--- src/rtc_alarm_pkg.sv ---
// constants and types for the alarm match unit and its timekeeping registers
package rtc_alarm_pkg;

	// -----------------------------------------------------------------
	// timing
	// -----------------------------------------------------------------
	localparam int CLK_PERIOD_NS = 100;
	localparam int SECOND_NS = 1_000_000_000;
	localparam int SECOND_CYCLES = SECOND_NS / CLK_PERIOD_NS;
	localparam int DIV_W = 24;

	// -----------------------------------------------------------------
	// register map
	// -----------------------------------------------------------------
	localparam logic [7:0] ADDR_SEC = 8'h00;
	localparam logic [7:0] ADDR_MIN = 8'h01;
	localparam logic [7:0] ADDR_HOUR = 8'h02;
	localparam logic [7:0] ADDR_WKDAY = 8'h03;
	localparam logic [7:0] ADDR_DATE = 8'h04;
	localparam logic [7:0] ADDR_MTH = 8'h05;
	localparam logic [7:0] ADDR_YEAR = 8'h06;
	localparam logic [7:0] ADDR_CTRL = 8'h07;
	localparam logic [7:0] ADDR_ALM0 = 8'h0A;
	localparam logic [7:0] ADDR_ALM1 = 8'h11;
	localparam logic [7:0] OFS_SEC = 8'h00;
	localparam logic [7:0] OFS_MIN = 8'h01;
	localparam logic [7:0] OFS_HOUR = 8'h02;
	localparam logic [7:0] OFS_CFG = 8'h03;
	localparam logic [7:0] OFS_DATE = 8'h04;
	localparam logic [7:0] OFS_MTH = 8'h05;

	// -----------------------------------------------------------------
	// field positions and reset values
	// -----------------------------------------------------------------
	localparam int START_BIT = 7;
	localparam int OSCRUN_BIT = 5;
	localparam int VBATEN_BIT = 3;
	localparam int LEAP_BIT = 5;
	localparam int FMT_BIT = 6;
	localparam int PM_BIT = 5;
	localparam int CTRL_OUT_BIT = 7;
	localparam int CTRL_SQUARE_WAVE_OUTPUT_ENABLE_BIT = 6;
	localparam int CTRL_EN_LO = 4;
	localparam int POL_BIT = 7;
	localparam int MSK_LO = 4;
	localparam int FLAG_BIT = 3;
	localparam logic [7:0] YEAR_RST = 8'h01;
	localparam logic [5:0] DATE_RST = 6'h01;
	localparam logic [4:0] MTH_RST = 5'h01;
	localparam logic [2:0] WKDAY_RST = 3'h1;
	localparam logic CTRL_OUT_RST = 1'b1;

	typedef enum logic [2:0] {
		MSK_SEC = 3'b000,
		MSK_MIN = 3'b001,
		MSK_HOUR = 3'b010,
		MSK_WKDAY = 3'b011,
		MSK_DATE = 3'b100,
		MSK_ALL = 3'b111
	} match_sel_type;

endpackage

--- src/rtc_alarm_match_unit.sv ---
// dual alarm match unit with bcd timekeeping registers and multi-function pin
`timescale 1ns/1ps
`default_nettype none

module rtc_alarm_match_unit
	import rtc_alarm_pkg::*;
#(
	parameter int unsigned SECOND_CYCLES_P = SECOND_CYCLES
)
(
	// clock and reset
	input wire logic clk,
	input wire logic sys_rst,
	// register port
	input wire logic [7:0] regAddr,
	input wire logic regWrEn,
	input wire logic [7:0] regWrData,
	input wire logic regRdEn,
	output logic [7:0] regRdData,
	// supply state
	input wire logic onBackup,
	// multi-function pin, open drain
	output logic mfpO,
	output logic mfpOe
);

	// -----------------------------------------------------------------
	// state
	// -----------------------------------------------------------------
	typedef struct packed {
		logic [DIV_W-1:0] div;
		logic [7:0] sec;
		logic [6:0] min;
		logic [6:0] hour;
		logic vbaten;
		logic [2:0] wkday;
		logic [5:0] date;
		logic [4:0] mth;
		logic [7:0] year;
		logic outBit;
		logic square_wave_output_enable;
		logic [1:0] en;
		logic pol;
		logic [1:0][6:0] aSec;
		logic [1:0][6:0] aMin;
		logic [1:0][6:0] aHour;
		logic [1:0][2:0] aMsk;
		logic [1:0][2:0] aWk;
		logic [1:0][5:0] aDate;
		logic [1:0][4:0] aMth;
		logic [1:0] flag;
		logic [7:0] rdData;
		logic mfpLevel;
	} state_type;

	state_type q;
	state_type d;
	// -----------------------------------------------------------------
	// helpers
	// -----------------------------------------------------------------
	function automatic logic [7:0] incBcd(input logic [7:0] v);
		if (v[3:0] == 4'h9)
			incBcd = {v[7:4] + 4'h1, 4'h0};
		else
			incBcd = {v[7:4], v[3:0] + 4'h1};
	endfunction
	function automatic logic isLeap(input logic [7:0] y);
		if (y[4])
			isLeap = (y[3:0] == 4'h2) || (y[3:0] == 4'h6);
		else
			isLeap = (y[3:0] == 4'h0) || (y[3:0] == 4'h4) || (y[3:0] == 4'h8);
	endfunction
	function automatic logic [5:0] lastDay(input logic [4:0] m, input logic leap);
		case (m)
			5'h02: lastDay = leap ? 6'h29 : 6'h28;
			5'h04, 5'h06, 5'h09, 5'h11: lastDay = 6'h30;
			default: lastDay = 6'h31;
		endcase
	endfunction
	function automatic logic [7:0] almAddr(input int i, input logic [7:0] ofs);
		almAddr = ((i == 0) ? ADDR_ALM0 : ADDR_ALM1) + ofs;
	endfunction

	logic wr;
	logic tick;
	logic halfPhase;
	logic leap;
	logic alarmMode;
	logic asserted;
	logic [1:0] setEvt;
	logic [1:0] cfgClr;

	// host writes are lost without main power; timekeeping and alarms carry on
	assign wr = regWrEn && !onBackup;
	assign tick = q.div == DIV_W'(SECOND_CYCLES_P - 1);
	assign halfPhase = q.div < DIV_W'(SECOND_CYCLES_P / 2);
	assign leap = isLeap(q.year);

	// -----------------------------------------------------------------
	// alarm comparison
	// -----------------------------------------------------------------
	for (genvar g = 0; g < 2; g++)
	begin : alm
		logic m;
		always_comb
		begin
			case (match_sel_type'(q.aMsk[g]))
				MSK_SEC: m = q.aSec[g] == q.sec[6:0];
				MSK_MIN: m = q.aMin[g] == q.min;
				MSK_HOUR: m = q.aHour[g] == q.hour;
				MSK_WKDAY: m = q.aWk[g] == q.wkday;
				MSK_DATE: m = q.aDate[g] == q.date;
				MSK_ALL: m = (q.aSec[g] == q.sec[6:0]) && (q.aMin[g] == q.min) && (q.aHour[g] == q.hour)
					&& (q.aWk[g] == q.wkday) && (q.aDate[g] == q.date) && (q.aMth[g] == q.mth);
				default: m = 1'b0;
			endcase
		end
		// level compare on live registers, so ticks and writes both count
		assign setEvt[g] = q.en[g] && m;
		assign cfgClr[g] = wr && (regAddr == almAddr(g, OFS_CFG)) && !regWrData[FLAG_BIT];
	end

	// -----------------------------------------------------------------
	// next state
	// -----------------------------------------------------------------
	always_comb
	begin
		logic [7:0] t;
		logic dayCarry;
		t = 8'h00;
		dayCarry = 1'b0;
		d = q;
		// counting
		if (!q.sec[START_BIT] || tick)
			d.div = '0;
		else
			d.div = q.div + DIV_W'(1);
		if (tick && q.sec[START_BIT])
		begin
			if (q.sec[6:0] != 7'h59)
			begin
				t = incBcd({1'b0, q.sec[6:0]});
				d.sec[6:0] = t[6:0];
			end
			else
			begin
				d.sec[6:0] = 7'h00;
				if (q.min != 7'h59)
				begin
					t = incBcd({1'b0, q.min});
					d.min = t[6:0];
				end
				else
				begin
					d.min = 7'h00;
					if (q.hour[FMT_BIT])
					begin
						if (q.hour[4:0] == 5'h12)
							d.hour[4:0] = 5'h01;
						else if (q.hour[4:0] == 5'h11)
						begin
							d.hour[4:0] = 5'h12;
							d.hour[PM_BIT] = !q.hour[PM_BIT];
							dayCarry = q.hour[PM_BIT];
						end
						else
						begin
							t = incBcd({3'b000, q.hour[4:0]});
							d.hour[4:0] = t[4:0];
						end
					end
					else if (q.hour[5:0] == 6'h23)
					begin
						d.hour[5:0] = 6'h00;
						dayCarry = 1'b1;
					end
					else
					begin
						t = incBcd({2'b00, q.hour[5:0]});
						d.hour[5:0] = t[5:0];
					end
				end
			end
		end
		if (dayCarry)
		begin
			d.wkday = (q.wkday == 3'h7) ? 3'h1 : q.wkday + 3'h1;
			if (q.date != lastDay(q.mth, leap))
			begin
				t = incBcd({2'b00, q.date});
				d.date = t[5:0];
			end
			else
			begin
				d.date = 6'h01;
				if (q.mth != 5'h12)
				begin
					t = incBcd({3'b000, q.mth});
					d.mth = t[4:0];
				end
				else
				begin
					d.mth = 5'h01;
					d.year = (q.year == 8'h99) ? 8'h00 : incBcd(q.year);
				end
			end
		end
		// host writes win over counting in the same cycle
		if (wr)
		begin
			case (regAddr)
				ADDR_SEC: d.sec = regWrData;
				ADDR_MIN: d.min = regWrData[6:0];
				ADDR_HOUR: d.hour = regWrData[6:0];
				ADDR_WKDAY:
				begin
					d.vbaten = regWrData[VBATEN_BIT];
					d.wkday = regWrData[2:0];
				end
				ADDR_DATE: d.date = regWrData[5:0];
				ADDR_MTH: d.mth = regWrData[4:0];
				ADDR_YEAR: d.year = regWrData;
				ADDR_CTRL:
				begin
					d.outBit = regWrData[CTRL_OUT_BIT];
					d.square_wave_output_enable = regWrData[CTRL_SQUARE_WAVE_OUTPUT_ENABLE_BIT];
					d.en = regWrData[CTRL_EN_LO+1:CTRL_EN_LO];
				end
				default: d.year = d.year;
			endcase
			for (int i = 0; i < 2; i++)
			begin
				if (regAddr == almAddr(i, OFS_SEC))
					d.aSec[i] = regWrData[6:0];
				if (regAddr == almAddr(i, OFS_MIN))
					d.aMin[i] = regWrData[6:0];
				if (regAddr == almAddr(i, OFS_HOUR))
					d.aHour[i] = regWrData[6:0];
				if (regAddr == almAddr(i, OFS_CFG))
				begin
					d.aMsk[i] = regWrData[MSK_LO+2:MSK_LO];
					d.aWk[i] = regWrData[2:0];
					if (i == 0)
						d.pol = regWrData[POL_BIT];
				end
				if (regAddr == almAddr(i, OFS_DATE))
					d.aDate[i] = regWrData[5:0];
				if (regAddr == almAddr(i, OFS_MTH))
					d.aMth[i] = regWrData[4:0];
			end
		end
		// software may only clear; a match in the same cycle sets again
		for (int i = 0; i < 2; i++)
			d.flag[i] = (q.flag[i] && !cfgClr[i]) || setEvt[i];
		// read data, unused bits zero
		if (regRdEn)
		begin
			case (regAddr)
				ADDR_SEC: d.rdData = q.sec;
				ADDR_MIN: d.rdData = {1'b0, q.min};
				ADDR_HOUR: d.rdData = {1'b0, q.hour};
				ADDR_WKDAY: d.rdData = {2'b00, q.sec[START_BIT], 1'b0, q.vbaten, q.wkday};
				ADDR_DATE: d.rdData = {2'b00, q.date};
				ADDR_MTH: d.rdData = {2'b00, leap, q.mth};
				ADDR_YEAR: d.rdData = q.year;
				ADDR_CTRL: d.rdData = {q.outBit, q.square_wave_output_enable, q.en, 4'h0};
				default: d.rdData = 8'h00;
			endcase
			for (int i = 0; i < 2; i++)
			begin
				if (regAddr == almAddr(i, OFS_SEC))
					d.rdData = {1'b0, q.aSec[i]};
				if (regAddr == almAddr(i, OFS_MIN))
					d.rdData = {1'b0, q.aMin[i]};
				if (regAddr == almAddr(i, OFS_HOUR))
					d.rdData = {1'b0, q.aHour[i]};
				if (regAddr == almAddr(i, OFS_CFG))
					d.rdData = {(i == 0) ? q.pol : 1'b0, q.aMsk[i], q.flag[i], q.aWk[i]};
				if (regAddr == almAddr(i, OFS_DATE))
					d.rdData = {2'b00, q.aDate[i]};
				if (regAddr == almAddr(i, OFS_MTH))
					d.rdData = {3'b000, q.aMth[i]};
			end
		end
		// pin level
		if (alarmMode)
			d.mfpLevel = q.pol ? asserted : !asserted;
		else
			d.mfpLevel = q.square_wave_output_enable ? halfPhase : q.outBit;
	end

	assign alarmMode = (|q.en) && !q.square_wave_output_enable;
	assign asserted = |(q.flag & q.en);

	always_ff @(posedge clk)
	begin
		if (sys_rst)
		begin
			q <= '0;
			q.year <= YEAR_RST;
			q.date <= DATE_RST;
			q.mth <= MTH_RST;
			q.wkday <= WKDAY_RST;
			q.outBit <= CTRL_OUT_RST;
			q.mfpLevel <= CTRL_OUT_RST;
		end
		else
			q <= d;
	end

	// -----------------------------------------------------------------
	// outputs
	// -----------------------------------------------------------------
	// open drain: only ever pulls low, released level comes from the pull-up
	assign mfpO = 1'b0;
	assign mfpOe = !q.mfpLevel;
	assign regRdData = q.rdData;
endmodule

`default_nettype wire

--- config.mk ---
export PLATFORM = sky130hd
export DESIGN_NAME = rtc_alarm_match_unit
export DESIGN_NICKNAME = d
export VERILOG_FILES = /design/src/rtc_alarm_pkg.sv /design/src/rtc_alarm_match_unit.sv
export SDC_FILE = /design/constraint.sdc
export NUM_CORES = 1
export LEC_CHECK = 0
export BUFFER_PORTS_ARGS = -buffer_cell sky130_fd_sc_hd__buf_2
export CAP_MARGIN = 15
export CORE_MARGIN = 2
export CORE_UTILIZATION = 52
export DETAILED_ROUTE_END_ITERATION = 8
export PLACE_DENSITY = 0.68
export SLEW_MARGIN = 10
export SYNTH_ARGS = -nofsm -noshare
export SYNTH_HDL_FRONTEND = slang
export SYNTH_SLANG_ARGS = --single-unit
--- constraint.sdc ---
create_clock -name clk -period 7.62 [get_ports clk]
set_clock_uncertainty 0.1 [all_clocks]
set_input_delay 1.143 -clock clk [delete_from_list [all_inputs] [get_ports clk]]
set_output_delay 1.143 -clock clk [all_outputs]
set_load 0.02 [all_outputs]
==> results of run 1 <==
## metal layers
metal,share of wire,GRT usage
met5,0,0
met4,0.041,0.151
met3,0.089,0.0670
met2,0.45,0.525
met1,0.42,0.442
## placed cells by master (no fill, tap or decap), types with 5 or more instances in the layout
cell	instances
nand2_1	162
dfxtp_1	161
nor2_1	160
a21oi_1	109
nand3_1	71
o21ai_0	68
mux2i_1	51
xor2_1	49
xnor2_1	44
buf_2	28
inv_1	26
nor3_1	23
nand4_1	19
a311oi_1	19
a211oi_1	18
clkbuf_16	17
nand2b_1	15
o22ai_1	15
ha_1	15
and3_1	14
nor2b_1	14
nor4_1	12
or3_1	11
mux2_2	9
or4_1	8
a22oi_1	8
a31oi_1	8
buf_4	8
and4_1	7
o211ai_1	7
o31ai_1	6
nand3b_1	5
nor3b_1	5
a221oi_1	5
## cells by family after synthesis
family,count (synthesis),synth area share
flops,161,0.317
xor+xnor,93,0.0802
fa+ha+maj,15,0.0185
other cells,1,0.000369
compound gates,308,0.194
buf+inv,135,0.0562
simple gates,560,0.274
mux,60,0.0602
## metrics by stage
step | setup WS, ps | power (uW)
floorplan | 4420 | 945
global placement | 3310 | 983
detailed placement | 3070 | 983
CTS | 3510 | 1850
global route | 3530 | 1890
finish | 3660 | 1840
## worst min-delay path: cells and delay by family, from the launching register on
family,cells,cell delay [ps]
flip-flops,1,330
AND/OR/NAND/NOR,1,60
AO/OA/AOI/OAI,1,50
## cell usage after synthesis (5+ instances only)
master	instances
a211oi_1	18
a21oi_1	109
a221oi_1	5
a22oi_1	8
a311oi_1	19
a31oi_1	8
and3_1	14
and4_1	7
buf_1	9
buf_2	10
buf_4	11
clkbuf_1	76
dfxtp_1	161
ha_1	15
inv_1	26
mux2_2	9
mux2i_1	51
nand2_1	162
nand2b_1	15
nand3_1	71
nand3b_1	5
nand4_1	19
nor2_1	160
nor2b_1	14
nor3_1	24
nor3b_1	5
nor4_1	12
o211ai_1	7
o21ai_0	68
o22ai_1	15
o31ai_1	6
or3_1	11
or4_1	8
xnor2_1	44
xor2_1	49
## final timing paths
check	start	endpoint	slack, ps	depth (start not counted)
worst max-delay path	q[115]	q[110]	3660	11
worst min-delay path	q[69]	q[69]	390	2
worst max register to register	q[115]	q[110]	3660	11
worst min register to register	q[69]	q[69]	390	2
## power by group
group	leakage (uW)	switching (uW)	internal, uW
combinational	0.00223	88.5	28.7
clock	0.000274	371	503
sequential	0.00130	7.16	845
total	0.00380	467	1380
## layout make-up
class	instances	area share
Timing Repair Buffer	37	0.0190
Sequential cell	161	0.298
Tap cell	265	0.0306
Clock inverter	10	0.0116
Clock buffer	22	0.0429
Antenna cell	2	0.000462
Inverter	26	0.00902
Multi-Input combinational cell	1037	0.589
## registers in the layout, indices dropped and copies added, names as in the netlist
| name | count |
|---|---|
| q | 153 |
| regRdData | 8 |
==> results.toml, run 1 <==
[run_status]
status = "finished, final reports clean"

[routing]
drc = 0
wirelength_um = 34200
drt_iter0_markers = 1035
drtAntennaViolNets = 0
drt-pass1-iter-count = 6
vias = 10000
wl_per_cell_um = 21.9
routed_via_density = 6.41

[global_route]
track_usage = 0.334
grt_pass1_vias = 8958
grt_max_degree = 74
grt_pass1_wl_um = 52400
antenna_found_initial = 2
grt_remaining_overflow = 0

[setup_path]
crit_fanout = 9
cp.buffers_inverters = 1
crit_family = "compound AO/OA/AOI/OAI gates"
slowest_stage = "nor2b_1"
cp.required_ps = 7810
endpoint_kind = "flop"
crit_type = "reg2reg"
crit_path_start_kind = "flop"
crit_chain = "inv_1, nor2_1, and3_1, ha_1, nand2_1, a41oi_1, o21ai_0, nor2b_1, mux2_2, a311oi_1, nor3_1"
max_stage_delay_ps = 670
arrival_ps = 4150

[sta]
finalHoldViolations = 0
final.setup.tns_ps = 0
finalMaxSlewViolations = 0
worst_hold_slack_ps = 394
rsz0062_at_grt = "false"
setup_viol = 0
fin_crit_ps = 3960
fin_crit_sh = 0.519
tightestPinTransition_ps = 1180
relSlewSlack = 0.208
fmax_mhz = 253

[clock_network]
root_buffer = "clkbuf_16"
cts.clk_slew.worst_paths_ps = 70
cts_resized = 0
htree_levels = 4
post_cts_buffers = 0
worstSkewPairLatency_ps = 440
clk_path_buf_depth = 2
cts_num_sinks = 161
cts-hold-fix-buffers = 0
cts_tree = "yes"
cts_made_buffers = 17

[die]
rows = 51
die-area_um2 = 20700
core_area_um2 = 19300
start_util = 0.525
dieWidth_um = 144
boundaryPins = 31
die_y_um = 144

[synth]
synth.area.top_cells = "dfxtp_1, nand2_1, nor2_1, a21oi_1, mux2i_1"
synth_flop_cell = "dfxtp_1"
yosys.area.top_type = "dfxtp_1"
synth_area_per_cell_um2 = 7.62
ys_ff_latch = 161
synth.net_count = 1369
synth_async_sr_flop_share = 0
yosysWarnings = 0
netlist_area_um2 = 10200
syn_inst = 1333
synthDistinctLibCells = 83
synth_edf_count = 0
yosysSeqAreaShare = 0.317
yosys.area.top_type_share = 0.317

[placement]
gp_congestion = 0.972
dp_hpwl_um = 23700
io_buffers = 29
place_area_um2 = 10200
dp.cells = 1525

[power]
max-vdd-ir-drop_v = 0.000141
p_leak_uw = 0.00380
p_per_area_nw_per_um2 = 170

[cells_and_area]
area_growth_pct = 6.53
fin_util = 0.560
multi_input_area_um2 = 6370
nNetsFinal = 1316
final_cells = 1560
fin_area_um2 = 10800
n_fill_cell = 1841
drive_above_1_share = 0.0789
register_area_um2 = 3220

[run]
maxCapViolCount = 0

[min_path]
hp-class = "reg2reg"
Power figures use the tool's default switching activity.
==> inputs of run 2 (changes only) <==
==> constraint.sdc (replaced) <==
create_clock -name clk -period 3.9 [get_ports clk]
set_clock_uncertainty 0.1 [all_clocks]
set_input_delay 0.585 -clock clk [delete_from_list [all_inputs] [get_ports clk]]
set_output_delay 0.585 -clock clk [all_outputs]
set_load 0.02 [all_outputs]
==> run 2 against run 1 <==
Effect of this change: sequential share of layout area shrank 0.53 points; power grew 100%; count of clock-buffer cells in the layout shrank 2; sequential power grew 95%; highest routed layer is now met5; critical path type unchanged; register-to-register slack lost 3000 ps; cell count grew 1.2%; die area is the same.
==> results.toml, run 2 (same netlist as run 1, synthesis figures left out) <==
[run_status]
status = "finished, final reports clean"

[die]
rows = 51
boundaryPins = 31
die-area_um2 = 20700
die_y_um = 144
start_util = 0.525
dieWidth_um = 144
core_area_um2 = 19300

[clock_network]
cts_tree = "yes"
worstSkewPairLatency_ps = 460
post_cts_buffers = 0
cts-hold-fix-buffers = 0
htree_levels = 4
cts_num_sinks = 161
cts_resized = 0
cts.clk_slew.worst_paths_ps = 60
cts_made_buffers = 17
root_buffer = "clkbuf_16"
clk_path_buf_depth = 2

[routing]
wl_per_cell_um = 21.5
routed_via_density = 6.30
wirelength_um = 34000
vias = 9944
drtAntennaViolNets = 0
drt_iter0_markers = 1108
drc = 0
drt-pass1-iter-count = 8

[setup_path]
max_stage_delay_ps = 550
slowest_stage = "dfxtp_1"
crit_path_start_kind = "flop"
cp.required_ps = 4160
arrival_ps = 3470
rrSetupSlack_ps = 690
timing.critical_path.from = "q[115]"
crit_type = "reg2reg"
endpoint_kind = "flop"
cp.buffers_inverters = 1
r2r-end = "q[98]"
crit_family = "simple AND/OR/NAND/NOR gates"
rr_worst_depth = 11
crit_fanout = 9
reg2reg_from = "q[115]"
crit_chain = "inv_1, nor2_1, and3_1, ha_1, nand2_1, a41oi_1, o21ai_0, nor4_4, nand4_2, or4_1, a311oi_1"

[sta]
worst_hold_slack_ps = 354
final.setup.tns_ps = 0
relSlewSlack = 0.398
fin_crit_ps = 3210
fin_crit_sh = 0.824
finalHoldViolations = 0
fmax_mhz = 311
finalMaxSlewViolations = 0
tightestPinTransition_ps = 895
rsz0062_at_grt = "false"
setup_viol = 0

[cells_and_area]
regMostFlops = "q"
fin_area_um2 = 11000
layout_common_cells = "nand2_1, dfxtp_1, nor2_1, a21oi_1, nand3_1"
largest_register_ffs = 153
nNetsFinal = 1336
final_cells = 1579
fin_util = 0.570
final_common_cell = "nand2_1"
drive_above_1_share = 0.0944
area_growth_pct = 8.47

[global_route]
track_usage = 0.328
antenna_found_initial = 3
grt_pass1_wl_um = 51100
grt_max_degree = 64
grt_pass1_vias = 8836
grt_remaining_overflow = 0

[power]
p_comb_frac = 0.062
netSwitchingFraction = 0.247
switchingPower_uw = 924
p_per_area_nw_per_um2 = 340
power_frac_seq = 0.444
internal_power_uw = 2820
clockPowerShare = 0.493
max-vdd-ir-drop_v = 0.000290
p_leak_uw = 0.00393

[min_path]
hold_start = "regWrData[7]"
hp-class = "in2reg"
hold_path_end = "q[87]"
hold_path_depth = 3

[placement]
dp.cells = 1546
gp_congestion = 1.01
io_buffers = 29
dp_hpwl_um = 24200
place_area_um2 = 10400

[run]
maxCapViolCount = 0
-- run 2: how the worst max path moves through the flow --
stage          cells after the start    end
2_1_floorplan                     12  q[98]
3_3_place_gp                      11  q[98]
3_5_place_dp                      11  q[98]
4_1_cts                           11  q[98]
5_1_grt                           11  q[98]
6_report                          11  q[98]
-- run 2: worst reg2reg max path: stages, from the launching register on --
cell	delay [ps]
dfxtp_1	550
inv_1	190
nor2_1	150
and3_1	170
ha_1	140
nand2_1	50
a41oi_1	290
o21ai_0	230
nor4_4	330
nand4_2	230
or4_1	440
a311oi_1	260
-- run 2: cell type report --
cell class / instances / area, um^2
repair buffers: 57 / 358
fillers: 1841 / 8310
flip-flops and latches: 161 / 3220
inverters: 26 / 97.6
clock buffers: 20 / 457
clock inverters: 12 / 180
diodes: 1 / 2.50
multi-input cells: 1037 / 6370
well taps: 265 / 332
-- run 2: metal layers --
layer / global-route usage / share of wire
met2: 0.523 / 0.45
met1: 0.419 / 0.40
met3: 0.0543 / 0.088
met5: 0 / 0.00044
met4: 0.187 / 0.054
-- run 2: through the flow --
| step | worst slack, ps | power (uW) |
|---|---|---|
| after global routing | 441 | 3820 |
| after detailed placement | 781 | 1930 |
| final | 688 | 3750 |
| after global placement | 846 | 1930 |
| after floorplan | 1200 | 1850 |
| after CTS | 740 | 3740 |
-- run 2: power groups by stage --
stage	clock, uW	combinational [uW]	sequential [uW]
finish	1850	234	1660
global route	1910	245	1660
CTS	1850	226	1660
detailed placement	0	225	1700
global placement	0	226	1700
floorplan	0	155	1690
